File: src/hw/xbar_pkg.sv
// shared constants for the crossbar and memory access arbiter
package xbar_pkg;

  // ----------------------------------------------------------------
  // masters and targets
  // ----------------------------------------------------------------
  localparam int unsigned NUM_MASTERS = 3;        // core, host port, data engine
  localparam int unsigned M_CORE      = 0;        // lowest priority
  localparam int unsigned M_HOST      = 1;        // middle priority
  localparam int unsigned M_DME       = 2;        // highest priority
  localparam int unsigned NUM_TARGETS = 3;
  localparam logic [1:0]  TGT_PERIPH  = 2'h0;     // peripheral subsystem
  localparam logic [1:0]  TGT_INTMEM  = 2'h1;     // internal ram/rom via peripheral port
  localparam logic [1:0]  TGT_EXTMEM  = 2'h2;     // external memory interface

  // ----------------------------------------------------------------
  // widths
  // ----------------------------------------------------------------
  localparam int unsigned ADDR_W      = 32;
  localparam int unsigned PP_DATA_W   = 32;       // peripheral system data port
  localparam int unsigned CORE_DATA_W = 64;       // each processor data port
  localparam int unsigned FETCH_W     = 256;      // instruction fetch port
  localparam int unsigned PAGE_W      = 16;       // 64k byte page number
  localparam int unsigned PAGE_LSB    = 16;       // page field starts here

  // ----------------------------------------------------------------
  // memory controller sources, highest priority first
  // ----------------------------------------------------------------
  localparam int unsigned MC_SRC_PP    = 3;
  localparam int unsigned MC_SRC_DA    = 0;
  localparam int unsigned MC_SRC_DB    = 1;
  localparam int unsigned MC_SRC_FETCH = 2;
  localparam int unsigned MC_MAX_SRV   = 3;

  // ----------------------------------------------------------------
  // clocking and reset values
  // ----------------------------------------------------------------
  localparam int unsigned PERIPH_DIV  = 2;        // core cycles per peripheral cycle
  localparam logic [PAGE_W-1:0] PAGE_RESET = 16'h0000;

  // arbiter state, one-hot
  typedef enum logic [1:0] {
    ST_IDLE  = 2'b01,
    ST_OWNED = 2'b10
  } arb_state_t;

endpackage

File: src/hw/target_arbiter.sv
// fixed-priority owner arbiter for one crossbar target
`timescale 1ns/10ps
module target_arbiter
  import xbar_pkg::*;
(
  // clock and reset
  input  wire logic                   clk,
  input  wire logic                   reset,
  // peripheral clock enable
  input  wire logic                   en,
  // requests and releases, bit per master
  input  wire logic [NUM_MASTERS-1:0] req,
  input  wire logic [NUM_MASTERS-1:0] rel,
  // current owner, one-hot or zero
  output logic      [NUM_MASTERS-1:0] owner
);

  // ----------------------------------------------------------------
  // state
  // ----------------------------------------------------------------
  arb_state_t             state_reg;   // idle or owned
  arb_state_t             state_next;
  logic [NUM_MASTERS-1:0] owner_reg;   // holder of the target
  logic [NUM_MASTERS-1:0] owner_next;
  logic [NUM_MASTERS-1:0] pick;        // winner among requesters
  logic                   released;    // owner lets go now

  assign pick = req[M_DME]  ? 3'h4 :
                req[M_HOST] ? 3'h2 :
                req[M_CORE] ? 3'h1 : 3'h0;

  assign released = |(owner_reg & rel);
  assign owner    = owner_reg;

  // next state; a grant is only made on a peripheral edge
  always_comb begin
    state_next = state_reg;
    owner_next = owner_reg;
    case (state_reg)
      ST_IDLE: begin
        if (en && (|pick)) begin
          state_next = ST_OWNED;
          owner_next = pick;
        end
      end
      ST_OWNED: begin
        if (released) begin
          state_next = ST_IDLE;
          owner_next = 3'h0;
        end
      end
      default: begin
        state_next = ST_IDLE;
        owner_next = 3'h0;
      end
    endcase
  end

  // state registers
  always_ff @(posedge clk or posedge reset) begin
    if (reset) begin
      state_reg <= ST_IDLE;
      owner_reg <= 3'h0;
    end else begin
      state_reg <= state_next;
      owner_reg <= owner_next;
    end
  end

  // ----------------------------------------------------------------
  // checks
  // ----------------------------------------------------------------
  a_owner_held: assert property (@(posedge clk) disable iff (reset)
    (|owner_reg && !released) |=> (owner_reg == $past(owner_reg)))
    else $error("owner changed without release");
  a_dme_wins: assert property (@(posedge clk) disable iff (reset)
    (state_reg == ST_IDLE && en && req[M_DME]) |=> owner_reg == 3'h4)
    else $error("data engine lost an idle target");
  a_host_over_core: assert property (@(posedge clk) disable iff (reset)
    (state_reg == ST_IDLE && en && req[M_HOST] && !req[M_DME]) |=> owner_reg == 3'h2)
    else $error("host did not beat core");
  a_owner_onehot: assert property (@(posedge clk) disable iff (reset)
    $onehot0(owner_reg))
    else $error("more than one owner");
  c_contend: cover property (@(posedge clk) disable iff (reset)
    state_reg == ST_IDLE && en && req[M_DME] && req[M_CORE]);

endmodule // target_arbiter

File: src/hw/xbar_arbiter.sv
// crossbar switch with fixed-priority arbitration and memory port arbiter
`timescale 1ns/10ps
module xbar_arbiter
  import xbar_pkg::*;
(
  // clock and reset
  input  wire logic                   CLK_SYS,
  input  wire logic                   RESET,
  // processor core master
  input  wire logic                   CORE_REQ,
  input  wire logic [1:0]             CORE_TGT,
  input  wire logic [ADDR_W-1:0]      CORE_ADDR,
  input  wire logic [PP_DATA_W-1:0]   CORE_WDATA,
  input  wire logic                   CORE_DONE,
  output logic                        CORE_GNT,
  // host port master
  input  wire logic                   HPM_REQ,
  input  wire logic [1:0]             HPM_TGT,
  input  wire logic [ADDR_W-1:0]      HPM_ADDR,
  input  wire logic [PP_DATA_W-1:0]   HPM_WDATA,
  input  wire logic                   HPM_DONE,
  output logic                        HPM_GNT,
  output logic                        HPM_ERR,
  // data movement engine master
  input  wire logic                   DME_REQ,
  input  wire logic [1:0]             DME_TGT,
  input  wire logic [ADDR_W-1:0]      DME_ADDR,
  input  wire logic [PP_DATA_W-1:0]   DME_WDATA,
  input  wire logic                   DME_DONE,
  output logic                        DME_GNT,
  // host page window, set by the core only
  input  wire logic                   HPM_PAGE_LOCK,
  input  wire logic                   CORE_PAGE_WE,
  input  wire logic [PAGE_W-1:0]      CORE_PAGE_VAL,
  output logic      [PAGE_W-1:0]      HPM_PAGE,
  // target path selects, one-hot master per target
  output logic      [NUM_MASTERS-1:0] PERIPH_SEL,
  output logic      [NUM_MASTERS-1:0] INTMEM_SEL,
  output logic      [NUM_MASTERS-1:0] EXTMEM_SEL,
  // peripheral system port towards memory controller
  output logic      [ADDR_W-1:0]      PP_ADDR,
  output logic      [PP_DATA_W-1:0]   PP_WDATA,
  // memory controller core-side requests
  input  wire logic                   MC_DA_REQ,
  input  wire logic                   MC_DB_REQ,
  input  wire logic                   MC_FETCH_REQ,
  output logic      [3:0]             MC_SRV,
  // peripheral clock enable
  output logic                        PERIPH_EN
);

  // ----------------------------------------------------------------
  // helpers
  // ----------------------------------------------------------------
  // one-hot target decode, reused for every master
  function automatic logic [NUM_TARGETS-1:0] tgt_dec(input logic req, input logic [1:0] tgt);
    logic [NUM_TARGETS-1:0] d;
    d = 3'h0;
    if (req && tgt == TGT_PERIPH) d = 3'h1;
    if (req && tgt == TGT_INTMEM) d = 3'h2;
    if (req && tgt == TGT_EXTMEM) d = 3'h4;
    return d;
  endfunction

  // count of set bits in a four-bit request vector
  function automatic logic [2:0] pop4(input logic [3:0] v);
    return {2'h0, v[0]} + {2'h0, v[1]} + {2'h0, v[2]} + {2'h0, v[3]};
  endfunction

  // ----------------------------------------------------------------
  // peripheral clock enable divider
  // ----------------------------------------------------------------
  logic div_reg;                                 // toggles each core cycle
  logic div_next;
  assign div_next  = ~div_reg;
  assign PERIPH_EN = div_reg;

  // divider register
  always_ff @(posedge CLK_SYS or posedge RESET) begin
    if (RESET) begin
      div_reg <= 1'b0;
    end else begin
      div_reg <= div_next;
    end
  end

  // ----------------------------------------------------------------
  // host page window
  // ----------------------------------------------------------------
  logic [PAGE_W-1:0] page_reg;                   // selected 64k page
  logic [PAGE_W-1:0] page_next;
  logic              hpm_in_page;                // host address inside window
  logic              hpm_periph;                 // host aims at peripheral
  logic              hpm_bad;                    // host access refused
  logic              hpm_ok;                     // host access may route

  // only the core port writes the page
  assign page_next   = CORE_PAGE_WE ? CORE_PAGE_VAL : page_reg;
  assign hpm_in_page = HPM_ADDR[PAGE_LSB +: PAGE_W] == page_reg;
  assign hpm_periph  = HPM_TGT == TGT_PERIPH;
  assign hpm_bad     = HPM_REQ && (hpm_periph || (HPM_PAGE_LOCK && !hpm_in_page));
  assign hpm_ok      = HPM_REQ && !hpm_bad;
  assign HPM_PAGE    = page_reg;

  // page register
  always_ff @(posedge CLK_SYS or posedge RESET) begin
    if (RESET) begin
      page_reg <= PAGE_RESET;
    end else begin
      page_reg <= page_next;
    end
  end

  // ----------------------------------------------------------------
  // crossbar arbitration, one arbiter per target
  // ----------------------------------------------------------------
  logic [NUM_TARGETS-1:0] core_dec;              // targets core asks for
  logic [NUM_TARGETS-1:0] hpm_dec;               // targets host asks for
  logic [NUM_TARGETS-1:0] dme_dec;               // targets engine asks for
  logic [NUM_MASTERS-1:0] rel;                   // release per master
  logic [NUM_MASTERS-1:0] own_periph;
  logic [NUM_MASTERS-1:0] own_intmem;
  logic [NUM_MASTERS-1:0] own_extmem;

  assign core_dec = tgt_dec(CORE_REQ, CORE_TGT);
  assign hpm_dec  = tgt_dec(hpm_ok, HPM_TGT);
  assign dme_dec  = tgt_dec(DME_REQ, DME_TGT);
  assign rel      = {DME_DONE, HPM_DONE, CORE_DONE};

  // independent arbiter per target runs in parallel
  target_arbiter u_arb_periph (
    .clk   (CLK_SYS),
    .reset (RESET),
    .en    (PERIPH_EN),
    .req   ({dme_dec[0], 1'b0, core_dec[0]}),
    .rel   (rel),
    .owner (own_periph)
  );

  target_arbiter u_arb_intmem (
    .clk   (CLK_SYS),
    .reset (RESET),
    .en    (PERIPH_EN),
    .req   ({dme_dec[1], hpm_dec[1], core_dec[1]}),
    .rel   (rel),
    .owner (own_intmem)
  );

  target_arbiter u_arb_extmem (
    .clk   (CLK_SYS),
    .reset (RESET),
    .en    (PERIPH_EN),
    .req   ({dme_dec[2], hpm_dec[2], core_dec[2]}),
    .rel   (rel),
    .owner (own_extmem)
  );

  // grants are plain ors of registered owners
  assign PERIPH_SEL = own_periph;
  assign INTMEM_SEL = own_intmem;
  assign EXTMEM_SEL = own_extmem;
  assign CORE_GNT   = own_periph[M_CORE] | own_intmem[M_CORE] | own_extmem[M_CORE];
  assign HPM_GNT    = own_intmem[M_HOST] | own_extmem[M_HOST];
  assign DME_GNT    = own_periph[M_DME]  | own_intmem[M_DME]  | own_extmem[M_DME];

  // host refusal pulse, one per peripheral edge while refused
  logic err_reg;
  logic err_next;
  assign err_next = PERIPH_EN && hpm_bad;
  assign HPM_ERR  = err_reg;

  // error register
  always_ff @(posedge CLK_SYS or posedge RESET) begin
    if (RESET) begin
      err_reg <= 1'b0;
    end else begin
      err_reg <= err_next;
    end
  end

  // ----------------------------------------------------------------
  // peripheral system port into the memory controller
  // ----------------------------------------------------------------
  logic [ADDR_W-1:0]    pp_addr_reg;
  logic [ADDR_W-1:0]    pp_addr_next;
  logic [PP_DATA_W-1:0] pp_wdata_reg;
  logic [PP_DATA_W-1:0] pp_wdata_next;
  logic                 pp_req;                  // engine or host holds the port

  // one 32-bit port shared by engine or host
  assign pp_req        = own_intmem[M_DME] | own_intmem[M_HOST];
  assign pp_addr_next  = own_intmem[M_DME]  ? DME_ADDR  :
                         own_intmem[M_HOST] ? HPM_ADDR  : pp_addr_reg;
  assign pp_wdata_next = own_intmem[M_DME]  ? DME_WDATA :
                         own_intmem[M_HOST] ? HPM_WDATA : pp_wdata_reg;
  assign PP_ADDR       = pp_addr_reg;
  assign PP_WDATA      = pp_wdata_reg;

  // port data registers
  always_ff @(posedge CLK_SYS or posedge RESET) begin
    if (RESET) begin
      pp_addr_reg  <= 32'h0000_0000;
      pp_wdata_reg <= 32'h0000_0000;
    end else begin
      pp_addr_reg  <= pp_addr_next;
      pp_wdata_reg <= pp_wdata_next;
    end
  end

  // ----------------------------------------------------------------
  // memory controller source arbitration, every core cycle
  // ----------------------------------------------------------------
  logic [3:0] mc_req;                            // da, db, fetch, peripheral port
  logic [3:0] mc_srv_reg;
  logic [3:0] mc_srv_next;

  // two data ports, one fetch port and the peripheral system port
  assign mc_req = {pp_req, MC_FETCH_REQ, MC_DB_REQ, MC_DA_REQ};
  // with all four asking, fetch is left out for as long as all four keep asking
  assign mc_srv_next = (pop4(mc_req) > 3'(MC_MAX_SRV)) ? (mc_req & 4'hB) : mc_req;
  assign MC_SRV      = mc_srv_reg;

  // served set updates every core clock
  always_ff @(posedge CLK_SYS or posedge RESET) begin
    if (RESET) begin
      mc_srv_reg <= 4'h0;
    end else begin
      mc_srv_reg <= mc_srv_next;
    end
  end

  // ----------------------------------------------------------------
  // checks
  // ----------------------------------------------------------------
  a_host_no_periph: assert property (@(posedge CLK_SYS) disable iff (RESET)
    !own_periph[M_HOST])
    else $error("host reached a peripheral");
  a_mc_three_max: assert property (@(posedge CLK_SYS) disable iff (RESET)
    pop4(mc_srv_reg) <= 3'(MC_MAX_SRV))
    else $error("more than three memory accesses");
  a_page_core_only: assert property (@(posedge CLK_SYS) disable iff (RESET)
    !CORE_PAGE_WE |=> page_reg == $past(page_reg))
    else $error("page changed without core write");
  a_host_out_page: assert property (@(posedge CLK_SYS) disable iff (RESET)
    (PERIPH_EN && HPM_REQ && HPM_PAGE_LOCK && !hpm_in_page) |=> HPM_ERR ##0 !HPM_GNT)
    else $error("out of page host access not refused");
  a_pp_follows: assert property (@(posedge CLK_SYS) disable iff (RESET)
    own_intmem[M_DME] |=> pp_addr_reg == $past(DME_ADDR))
    else $error("port address not from engine");
  c_parallel: cover property (@(posedge CLK_SYS) disable iff (RESET)
    DME_GNT && CORE_GNT);
  c_mc_full: cover property (@(posedge CLK_SYS) disable iff (RESET)
    mc_req == 4'hF);
  c_host_err: cover property (@(posedge CLK_SYS) disable iff (RESET)
    HPM_ERR);

endmodule // xbar_arbiter

File: config.mk
export PLATFORM = sky130hd
export DESIGN_NAME = xbar_arbiter
export DESIGN_NICKNAME = d
export VERILOG_FILES = /design/src/hw/xbar_pkg.sv /design/src/hw/target_arbiter.sv /design/src/hw/xbar_arbiter.sv
export SDC_FILE = /design/constraint.sdc
export NUM_CORES = 1
export LEC_CHECK = 0
export BUFFER_PORTS_ARGS = -buffer_cell sky130_fd_sc_hd__buf_2
export CORE_ASPECT_RATIO = 0.7
export CORE_MARGIN = 5
export CORE_UTILIZATION = 38
export DETAILED_ROUTE_END_ITERATION = 10
export PLACE_DENSITY_LB_ADDON = 0.1
export SETUP_SLACK_MARGIN = 0.4
export SLEW_MARGIN = 20
export SYNTH_ARGS = -nofsm -noshare
export SYNTH_HDL_FRONTEND = slang
export SYNTH_SLANG_ARGS = --single-unit
File: constraint.sdc
create_clock -name CLK_SYS -period 2.8 [get_ports CLK_SYS]
set_input_delay 0.42 -clock CLK_SYS [delete_from_list [all_inputs] [get_ports CLK_SYS]]
set_output_delay 0.42 -clock CLK_SYS [all_outputs]
set_load 0.02 [all_outputs]
==> impl_metrics.yaml, run 1 <==
sta:
  fin_crit_ps: 2030
  fin_ws_ps: 772
  slew_violations: 0
  hold_ws_ps: 23.1
  fin_tns_setup_ps: 0
  grt_setup_unrepaired: "false"
  timing.fmax_ghz: 0.493
  finalHoldViolations: 0
  setup_viol: 0
  skew_ps: 5.63
  worstMarginPinSlew_ps: 618
  fin_crit_sh_pct: 72.4
  max-slew-margin-rel_pct: 58.4
clocking:
  cts_sinks: 100
  cts_tree: "yes"
  cts.clk_slew.worst_paths_ps: 70
  hold_buffers: 0
  insertion_delay_ps: 340
  htreeDepth: 3
  numCtsBuffers: 9
  postCtsSetupRepairBufs: 0
  cts_buffer_depth: 2
  cts-resized-gates: 0
  root_buffer: "clkbuf_16"
setup_path:
  path_buf_inv: 2
  cp.required_ps: 2380
  arrival_ps: 1610
  critPathKind: "flop to output pin"
  reg2reg_setup_slack_ps: 900
  endpoint_kind: "output pin"
  worst-path-stages: 2
  path_delay_family: "buffers and inverters"
  rr_worst_depth: 5
  reg2reg_to: "u_arb_intmem.state_reg[1]"
  critPathLaunch: "u_arb_intmem.owner[1]"
  cp_slowest_cell: "dfrtp_4"
  cp_max_fo: 24
  start_kind: "flop"
  r2r-start: "HPM_PAGE[6]"
  endpoint: "INTMEM_SEL[1]"
  cp_slowest_stage_delay_ps: 590
  crit_path_cell_trace: "buf_4 > buf_2"
synthesis:
  synthCells: 441
  ys_top_cells_by_area: "dfrtp_1 (52%), mux2i_1 (14%), o21ai_0 (7.8%)"
  yosysSeqAreaShare_pct: 53.2
  postSynthNetCount: 669
  synth_flop_cell: "dfrtp_1"
  yosysWarnings: 0
  synth-seq-cells: 100
  yosysTopAreaCellShare_pct: 51.6
  yosys.area.top_type: "dfrtp_1"
  async_flop_share_pct: 100
  synth_edf_count: 0
  netlist_area_sq_um: 4710
  synth_cell_types: 41
  syn_area_per_cell_sq_um: 10.7
layout:
  drive_gt1_share_pct: 44.3
  final_cells: 858
  finalInstanceArea_sq_um: 6450
  fin_util_pct: 52.5
  syn_to_final_growth_pct: 37.0
  nets: 920
  antennaDiodeCount: 0
pwr:
  ir_drop_mv: 0.439
  power.internal_mw: 3.54
  power.density_nw_per_um2: 910
  p_sw_share_pct: 39.6
  leakage_nw: 3.09
  finalPower_mw: 5.87
  clockPowerShare_pct: 20.6
  comb_power_share_pct: 40.2
  p_seq_share_pct: 39.2
  switchingPower_mw: 2.32
die:
  ios: 325
  dieArea_sq_um: 14800
  initial_core_util_pct: 38.3
  core.rowCount: 34
  core_area_sq_um: 12300
  die_w_um: 143
  die_h_um: 103
placed_design:
  dp_slack_ps: 767
  place.gp.congestion: 0.809
  io_buffers: 259
  place_hpwl_um: 10700
  place_inst: 843
  placed_area_sq_um: 6160
global_routing:
  grt_usage_pct: 17.7
  grt_max_degree: 61
  globalRouteOverflowTotal: 0
  antenna_found_initial: 0
  grt_pass1_vias: 4060
  grt_pass1_wl_um: 20600
flow_run:
  cap_violations: 0
drt:
  drtIter0Drc: 140
  avgRoutedWirePerCell_um: 16.0
  via_count: 4136
  drc: 0
  drt_first_pass_iters: 4
  routed_wl_um: 13700
  antenna_left: 0
  vias_per_cell: 4.82
min_path:
  hold_path_class: "primary input to asynchronous set/reset pin"
run_status:
  status: "finished, final reports clean"
-- worst reg2reg max path, cell delays in order, from the launching register on --
cell and delay (ps):
dfrtp_1 410, xnor2_1 180, nand4_1 190, o41ai_2 650, a21oi_1 200, o21ai_0 190
-- cells by family (layout without fill, tap and decap cells) --
logic type | after synthesis | in the layout | share of synthesized area (%)
and+or+nand+nor | 112 | 112 | 10.9
DFF | 100 | 100 | 53.2
AOI/OAI and AO/OA | 98 | 98 | 11.9
muxes | 80 | 80 | 17.4
buffers and inverters | 33 | 288 | 3.08
xor gates and xnor gates | 16 | 16 | 2.98
adders and majority gates | 1 | 1 | 0.425
other | 1 | 1 | 0.0796
-- final cells by class --
| class | count | area [sq um] |
|---|---|---|
| Clock buffer | 11 | 233 |
| Fill cell | 1167 | 5850 |
| Multi-Input combinational cell | 308 | 2060 |
| Tap cell | 162 | 203 |
| Clock inverter | 4 | 51.3 |
| Timing Repair Buffer | 266 | 1360 |
| Sequential cell | 100 | 2510 |
| Inverter | 7 | 30.0 |
-- cell usage after synthesis (2+ instances only) --
library cell / instances
or2_2: 4
o21a_1: 2
dfstp_2: 3
a32oi_1: 2
nand4_1: 5
xnor2_1: 16
nor3b_1: 2
inv_1: 7
dfrtp_1: 97
or3_1: 2
nand3b_1: 4
nand2_1: 72
a21oi_1: 6
o211ai_1: 2
nor2b_1: 3
o21ai_0: 73
mux2i_1: 64
nand2b_1: 4
o22ai_1: 3
a22oi_1: 4
and2_1: 2
clkbuf_1: 15
buf_2: 8
nor2_1: 6
nand3_1: 3
mux2_2: 16
nor3_1: 2
-- cell usage in the layout, fill, tap and decap left out, types with 4 or more instances in the layout --
| master | synthesis | final |
|---|---|---|
| nor2_1 | 6 | 6 |
| mux2_2 | 16 | 16 |
| or2_2 | 4 | 4 |
| nand3b_1 | 4 | 4 |
| mux2i_1 | 64 | 64 |
| dfrtp_1 | 97 | 95 |
| buf_2 | 8 | 259 |
| clkbuf_16 | 0 | 9 |
| a22oi_1 | 4 | 4 |
| a21oi_1 | 6 | 6 |
| nand2_1 | 72 | 72 |
| o21ai_0 | 73 | 73 |
| xnor2_1 | 16 | 16 |
| inv_1 | 7 | 6 |
| buf_4 | 1 | 6 |
| nand4_1 | 5 | 5 |
| nand2b_1 | 4 | 4 |
-- power groups by stage --
stage               combinational [mW]  clock [mW]  sequential, mW
global route                      2.58        1.31            2.37
finish                            2.36        1.21            2.30
floorplan                        0.895           0            2.89
detailed placement                2.40           0            2.32
global placement                  2.36           0            2.30
CTS                               2.40        1.25            2.31
-- worst min path at each step --
stage                  endpoint  slack, ps
floorplan             MC_SRV[0]        450
global placement    PP_WDATA[4]        380
detailed placement  PP_WDATA[5]        380
CTS                 PP_WDATA[5]         20
global route        PP_WDATA[5]         30
finish                MC_SRV[2]         20
-- routing by layer --
layer  part of all wire, %  wire length (um)  global-route usage [%]  vias up
li1                      -                 -                       -     2035
met1                    44              6030                    24.2     1926
met2                    47              6430                    28.7      163
met3                   8.1              1120                    4.78       12
met4                  0.87               119                    3.80        0
met5                     0                 0                       0        -
(Power assumes the default switching activity.)
==> inputs of run 2 (changes only) <==
Settings changed: CORE_AREA from default to 5 5 122 124, CORE_ASPECT_RATIO 0.7 to default, CORE_MARGIN 5 to default, CORE_UTILIZATION 38 to default, DIE_AREA from default to 0 0 127 129.
Clock period 2.8 ns to 2 ns, I/O delays scaled along.
==> impl_metrics.yaml, run 2 (same netlist as run 1, synthesis figures left out) <==
clocking:
  cts_sinks: 100
  cts_tree: "yes"
  root_buffer: "clkbuf_16"
  htreeDepth: 3
  numCtsBuffers: 9
  hold_buffers: 0
  insertion_delay_ps: 340
  cts_buffer_depth: 2
  cts.clk_slew.worst_paths_ps: 60
pwr:
  finalPower_mw: 8.74
  comb_power_share_pct: 41.9
  switchingPower_mw: 3.35
  leakage_nw: 3.28
  clockPowerShare_pct: 22.1
  p_seq_share_pct: 36.0
  p_sw_share_pct: 38.3
  ir_drop_mv: 0.545
  power.density_nw_per_um2: 1280
  power.internal_mw: 5.39
drt:
  drt_first_pass_iters: 4
  avgRoutedWirePerCell_um: 16.5
  antenna_left: 0
  via_count: 4281
  vias_per_cell: 4.77
  routed_wl_um: 14800
  drtIter0Drc: 246
  drc: 0
layout:
  drive_gt1_share_pct: 48.7
  fin_util_pct: 50.0
  finalInstanceArea_sq_um: 6840
  syn_to_final_growth_pct: 45.2
  antennaDiodeCount: 0
  final_cell_mix: "buf_2 (257), dfrtp_1 (88), nand2_1 (72)"
  fillCellCount: 1313
  nets: 940
  layout_commonest_cell: "buf_2"
setup_path:
  cp.required_ps: 2210
  critPathKind: "flop to flop"
  start_kind: "flop"
  endpoint_kind: "flop"
  critPathLaunch: "HPM_PAGE[4]"
  cp_max_fo: 3
  r2r-start: "HPM_PAGE[4]"
  arrival_ps: 2060
global_routing:
  grt_usage_pct: 17.6
  grt_max_degree: 101
  grt_pass1_vias: 4299
  globalRouteOverflowTotal: 0
  antenna_found_initial: 0
  grt_pass1_wl_um: 22500
die:
  die_h_um: 129
  die_w_um: 127
  core.rowCount: 43
  ios: 325
  core_area_sq_um: 13700
  dieArea_sq_um: 16400
  initial_core_util_pct: 34.5
flow_run:
  cap_violations: 0
min_path:
  hold_start: "MC_DA_REQ"
  hold_path_class: "primary input to flop"
sta:
  fin_tns_setup_ps: 0
  max-slew-margin-rel_pct: 64.6
  finalHoldViolations: 0
  setup_viol: 0
  grt_setup_unrepaired: "true"
  fin_crit_ps: 1850
  timing.fmax_ghz: 0.542
  worstMarginPinSlew_ps: 530
  skew_ps: 4.53
  slew_violations: 0
  fin_crit_sh_pct: 92.3
placed_design:
  place_hpwl_um: 10800
  io_buffers: 259
  placed_area_sq_um: 6210
  place.gp.congestion: 0.893
run_status:
  status: "finished, final reports clean"
## run 2: cell count changes in the layout (fill, tap and decap cells not counted), sizes merged
cell	change
clkinvlp	-1
buf	+18
clkbuf	+3
bufinv	+1
## run 2: area by class of cell
type / count / area (sq um) / area share, %
sequential: 100 / 2520 / 36.9
multi-input combinational: 308 / 2130 / 31.1
timing repair buffer: 286 / 1600 / 23.3
clock buffer: 12 / 267 / 3.90
tap: 180 / 225 / 3.29
clock inverter: 4 / 70.1 / 1.02
inverter: 7 / 30.0 / 0.439
## run 2: stage by stage
step / std cells / setup slack (ps) / hold WS, ps
final: 897 / 153 / 104
after global routing: 897 / 67.1 / 97.5
after CTS: 891 / 165 / 84.4
after detailed placement: 861 / 78.6 / 449
after global placement: 861 / 70.8 / 446
after floorplan: 441 / 289 / 331
## run 2: metal layers
layer,part of all wire [%],global-route usage [%],up-vias
met5,0,0,-
met4,2.9,8.20,0
met3,7.7,4.28,27
met2,48,28.9,187
met1,41,21.9,1989
li1,-,-,2078
## run 2: power groups by stage
stage	sequential [mW]	clock (mW)	combinational [mW]
after floorplan	4.05	0	1.28
after global placement	3.20	0	3.39
after detailed placement	3.22	0	3.44
after CTS	3.15	1.99	3.60
after global routing	3.24	2.09	4.00
final	3.15	1.93	3.66
## run 2: final timing paths
kind                                    endpoint  slack, ps  depth (start not counted)
setup / recovery           u_arb_extmem.owner[2]        150                          5
hold / removal                         MC_SRV[0]        100                          1
setup reg to reg           u_arb_extmem.owner[2]        150                          5
hold reg to reg                      HPM_PAGE[7]        550                          1
max in group asynchronous  u_arb_intmem.owner[2]       1430                          3
min in group asynchronous           HPM_PAGE[15]        130                          3
## run 2: worst max-delay path: stages (launching register included)
cell	delay [ps]
dfrtp_2	430
xnor2_2	160
nand4_1	160
o41a_1	560
a211oi_2	290
o22ai_1	120
## run 2: timing repair
action	4_1_cts	5_1_grt
resized for setup	17	8
pin swaps	15	3
buffers inserted	14	4
gates cloned	0	2
setup endpoints to repair	15	14
==> inputs of run 3 (changes only) <==
--- a/config.mk
+++ b/config.mk
@@ -10,6 +10,8 @@
 export DETAILED_ROUTE_END_ITERATION = 10
 export DIE_AREA = 0 0 127 129
+export GPL_TIMING_DRIVEN = 0
 export PLACE_DENSITY_LB_ADDON = 0.1
 export SETUP_SLACK_MARGIN = 0.4
+export SKIP_LAST_GASP = 1
 export SLEW_MARGIN = 20
 export SYNTH_ARGS = -nofsm -noshare
==> constraint.sdc (replaced) <==
create_clock -name CLK_SYS -period 2 [get_ports CLK_SYS]
set_input_delay 0.1 -clock CLK_SYS [delete_from_list [all_inputs] [get_ports CLK_SYS]]
set_output_delay 0.1 -clock CLK_SYS [all_outputs]
set_load 0.02 [all_outputs]
==> impl_metrics.yaml, run 3 (same netlist as run 1, synthesis figures left out) <==
drt:
  avgRoutedWirePerCell_um: 16.8
  drtIter0Drc: 248
  routed_wl_um: 16900
  via_count: 4745
  vias_per_cell: 4.74
  drt_first_pass_iters: 4
  drc: 0
  antenna_left: 0
clocking:
  htreeDepth: 3
  cts_sinks: 100
  root_buffer: "clkbuf_16"
  cts_buffer_depth: 2
  insertion_delay_ps: 350
  numCtsBuffers: 9
  cts.clk_slew.worst_paths_ps: 70
  cts_tree: "yes"
sta:
  finalHoldViolations: 0
  max-slew-margin-rel_pct: 59.3
  fin_crit_sh_pct: 91.8
  skew_ps: 5.16
  fin_ws_ps: 164
  worstMarginPinSlew_ps: 610
  grt_setup_unrepaired: "true"
  fin_tns_setup_ps: 0
  setup_viol: 0
  timing.fmax_ghz: 0.545
  slew_violations: 0
  hold_ws_ps: 24.7
  fin_crit_ps: 1840
setup_path:
  endpoint: "u_arb_extmem.owner[1]"
  rr_worst_depth: 5
  critPathLaunch: "HPM_PAGE[13]"
  reg2reg_to: "u_arb_extmem.owner[1]"
  reg2reg_setup_slack_ps: 160
  endpoint_kind: "flop"
  start_kind: "flop"
  arrival_ps: 2060
  cp.required_ps: 2220
  r2r-start: "HPM_PAGE[13]"
  cp_max_fo: 3
  critPathKind: "flop to flop"
min_path:
  hold_path_class: "primary input to flop"
  hold_depth: 2
global_routing:
  grt_pass1_wl_um: 26300
  grt_max_degree: 32
  globalRouteOverflowTotal: 0
  antenna_found_initial: 1
  grt_usage_pct: 20.5
  grt_pass1_vias: 5098
layout:
  syn_to_final_growth_pct: 65.5
  multiInputGateArea_sq_um: 2140
  finalInstanceArea_sq_um: 7790
  fillCellCount: 1186
  register_area_sq_um: 2520
  nets: 1043
  final_cell_mix: "buf_2 (260), dfrtp_1 (88), dlygate4sd3_1 (83)"
  drive_gt1_share_pct: 43.8
  layout_commonest_cell: "buf_2"
placed_design:
  placed_area_sq_um: 6330
  io_buffers: 258
  dp_slack_ps: -16.0
  place_hpwl_um: 12200
  place.gp.congestion: 0.941
die:
  initial_core_util_pct: 34.5
  ios: 325
  core_area_sq_um: 13700
  dieArea_sq_um: 16400
  core.rowCount: 43
  die_h_um: 129
  die_w_um: 127
flow_run:
  cap_violations: 0
pwr:
  power.density_nw_per_um2: 1150
  ir_drop_mv: 0.536
  leakage_nw: 3.70
run_status:
  status: "finished, final reports clean"
## run 3: cell type report
cell class                      count  share of cell area (%)
Timing Repair Buffer              363                    30.2
Multi-Input combinational cell    308                    27.4
Antenna cell                        2                  0.0642
Sequential cell                   100                    32.3
Clock inverter                      4                   0.899
Tap cell                          180                    2.89
Inverter                            7                   0.385
Clock buffer                       12                    3.42
Buffer                             26                    2.42
## run 3: timing repair
action | CTS | global route
gates resized for setup | 28 | 14
pin swaps | 11 | 10
hold endpoints to repair | 101 | 0
endpoints found under the setup margin | 78 | 29
buffers inserted | 13 | 6
hold buffers | 83 | 0
## run 3: worst min-delay path by stage
stage	start	endpoint
2_1_floorplan	MC_DA_REQ	MC_SRV[0]
3_3_place_gp	MC_DB_REQ	MC_SRV[1]
3_5_place_dp	RESET	PP_ADDR[14]
4_1_cts	HPM_REQ	HPM_ERR
5_1_grt	HPM_REQ	HPM_ERR
6_report	CORE_PAGE_VAL[12]	HPM_PAGE[12]
## run 3: layer usage
metal | track usage, % | vias to the layer above | part of all wire [%]
met1 | 25.0 | 2237 | 41
met3 | 4.07 | 34 | 6.3
met5 | 0 | - | 0
met4 | 8.58 | 0 | 2.7
li1 | - | 2288 | -
met2 | 35.4 | 186 | 50
## run 3: through the flow
| step | instances | util [%] | total power [mW] |
|---|---|---|---|
| 2_1_floorplan | 441 | - | 5.33 |
| 3_3_place_gp | 879 | 45.9 | 6.71 |
| 5_1_grt | 1001 | 57.0 | 9.56 |
| 3_5_place_dp | 882 | 46.4 | 6.78 |
| 6_report | 1002 | 57.0 | 8.97 |
| 4_1_cts | 994 | 56.3 | 8.99 |
## run 3: power breakdown
part / internal [mW] / switching [mW]
Sequential: 2.75 / 0.432
Clock: 1.20 / 0.765
Combinational: 1.54 / 2.28
Total: 5.49 / 3.48
## run 3: worst max-delay path, stage by stage (launching register included)
cell      delay (ps)
dfrtp_2          430
xnor2_2          160
nand4_1          170
o41a_1           540
a211oi_2         300
o22ai_1          120
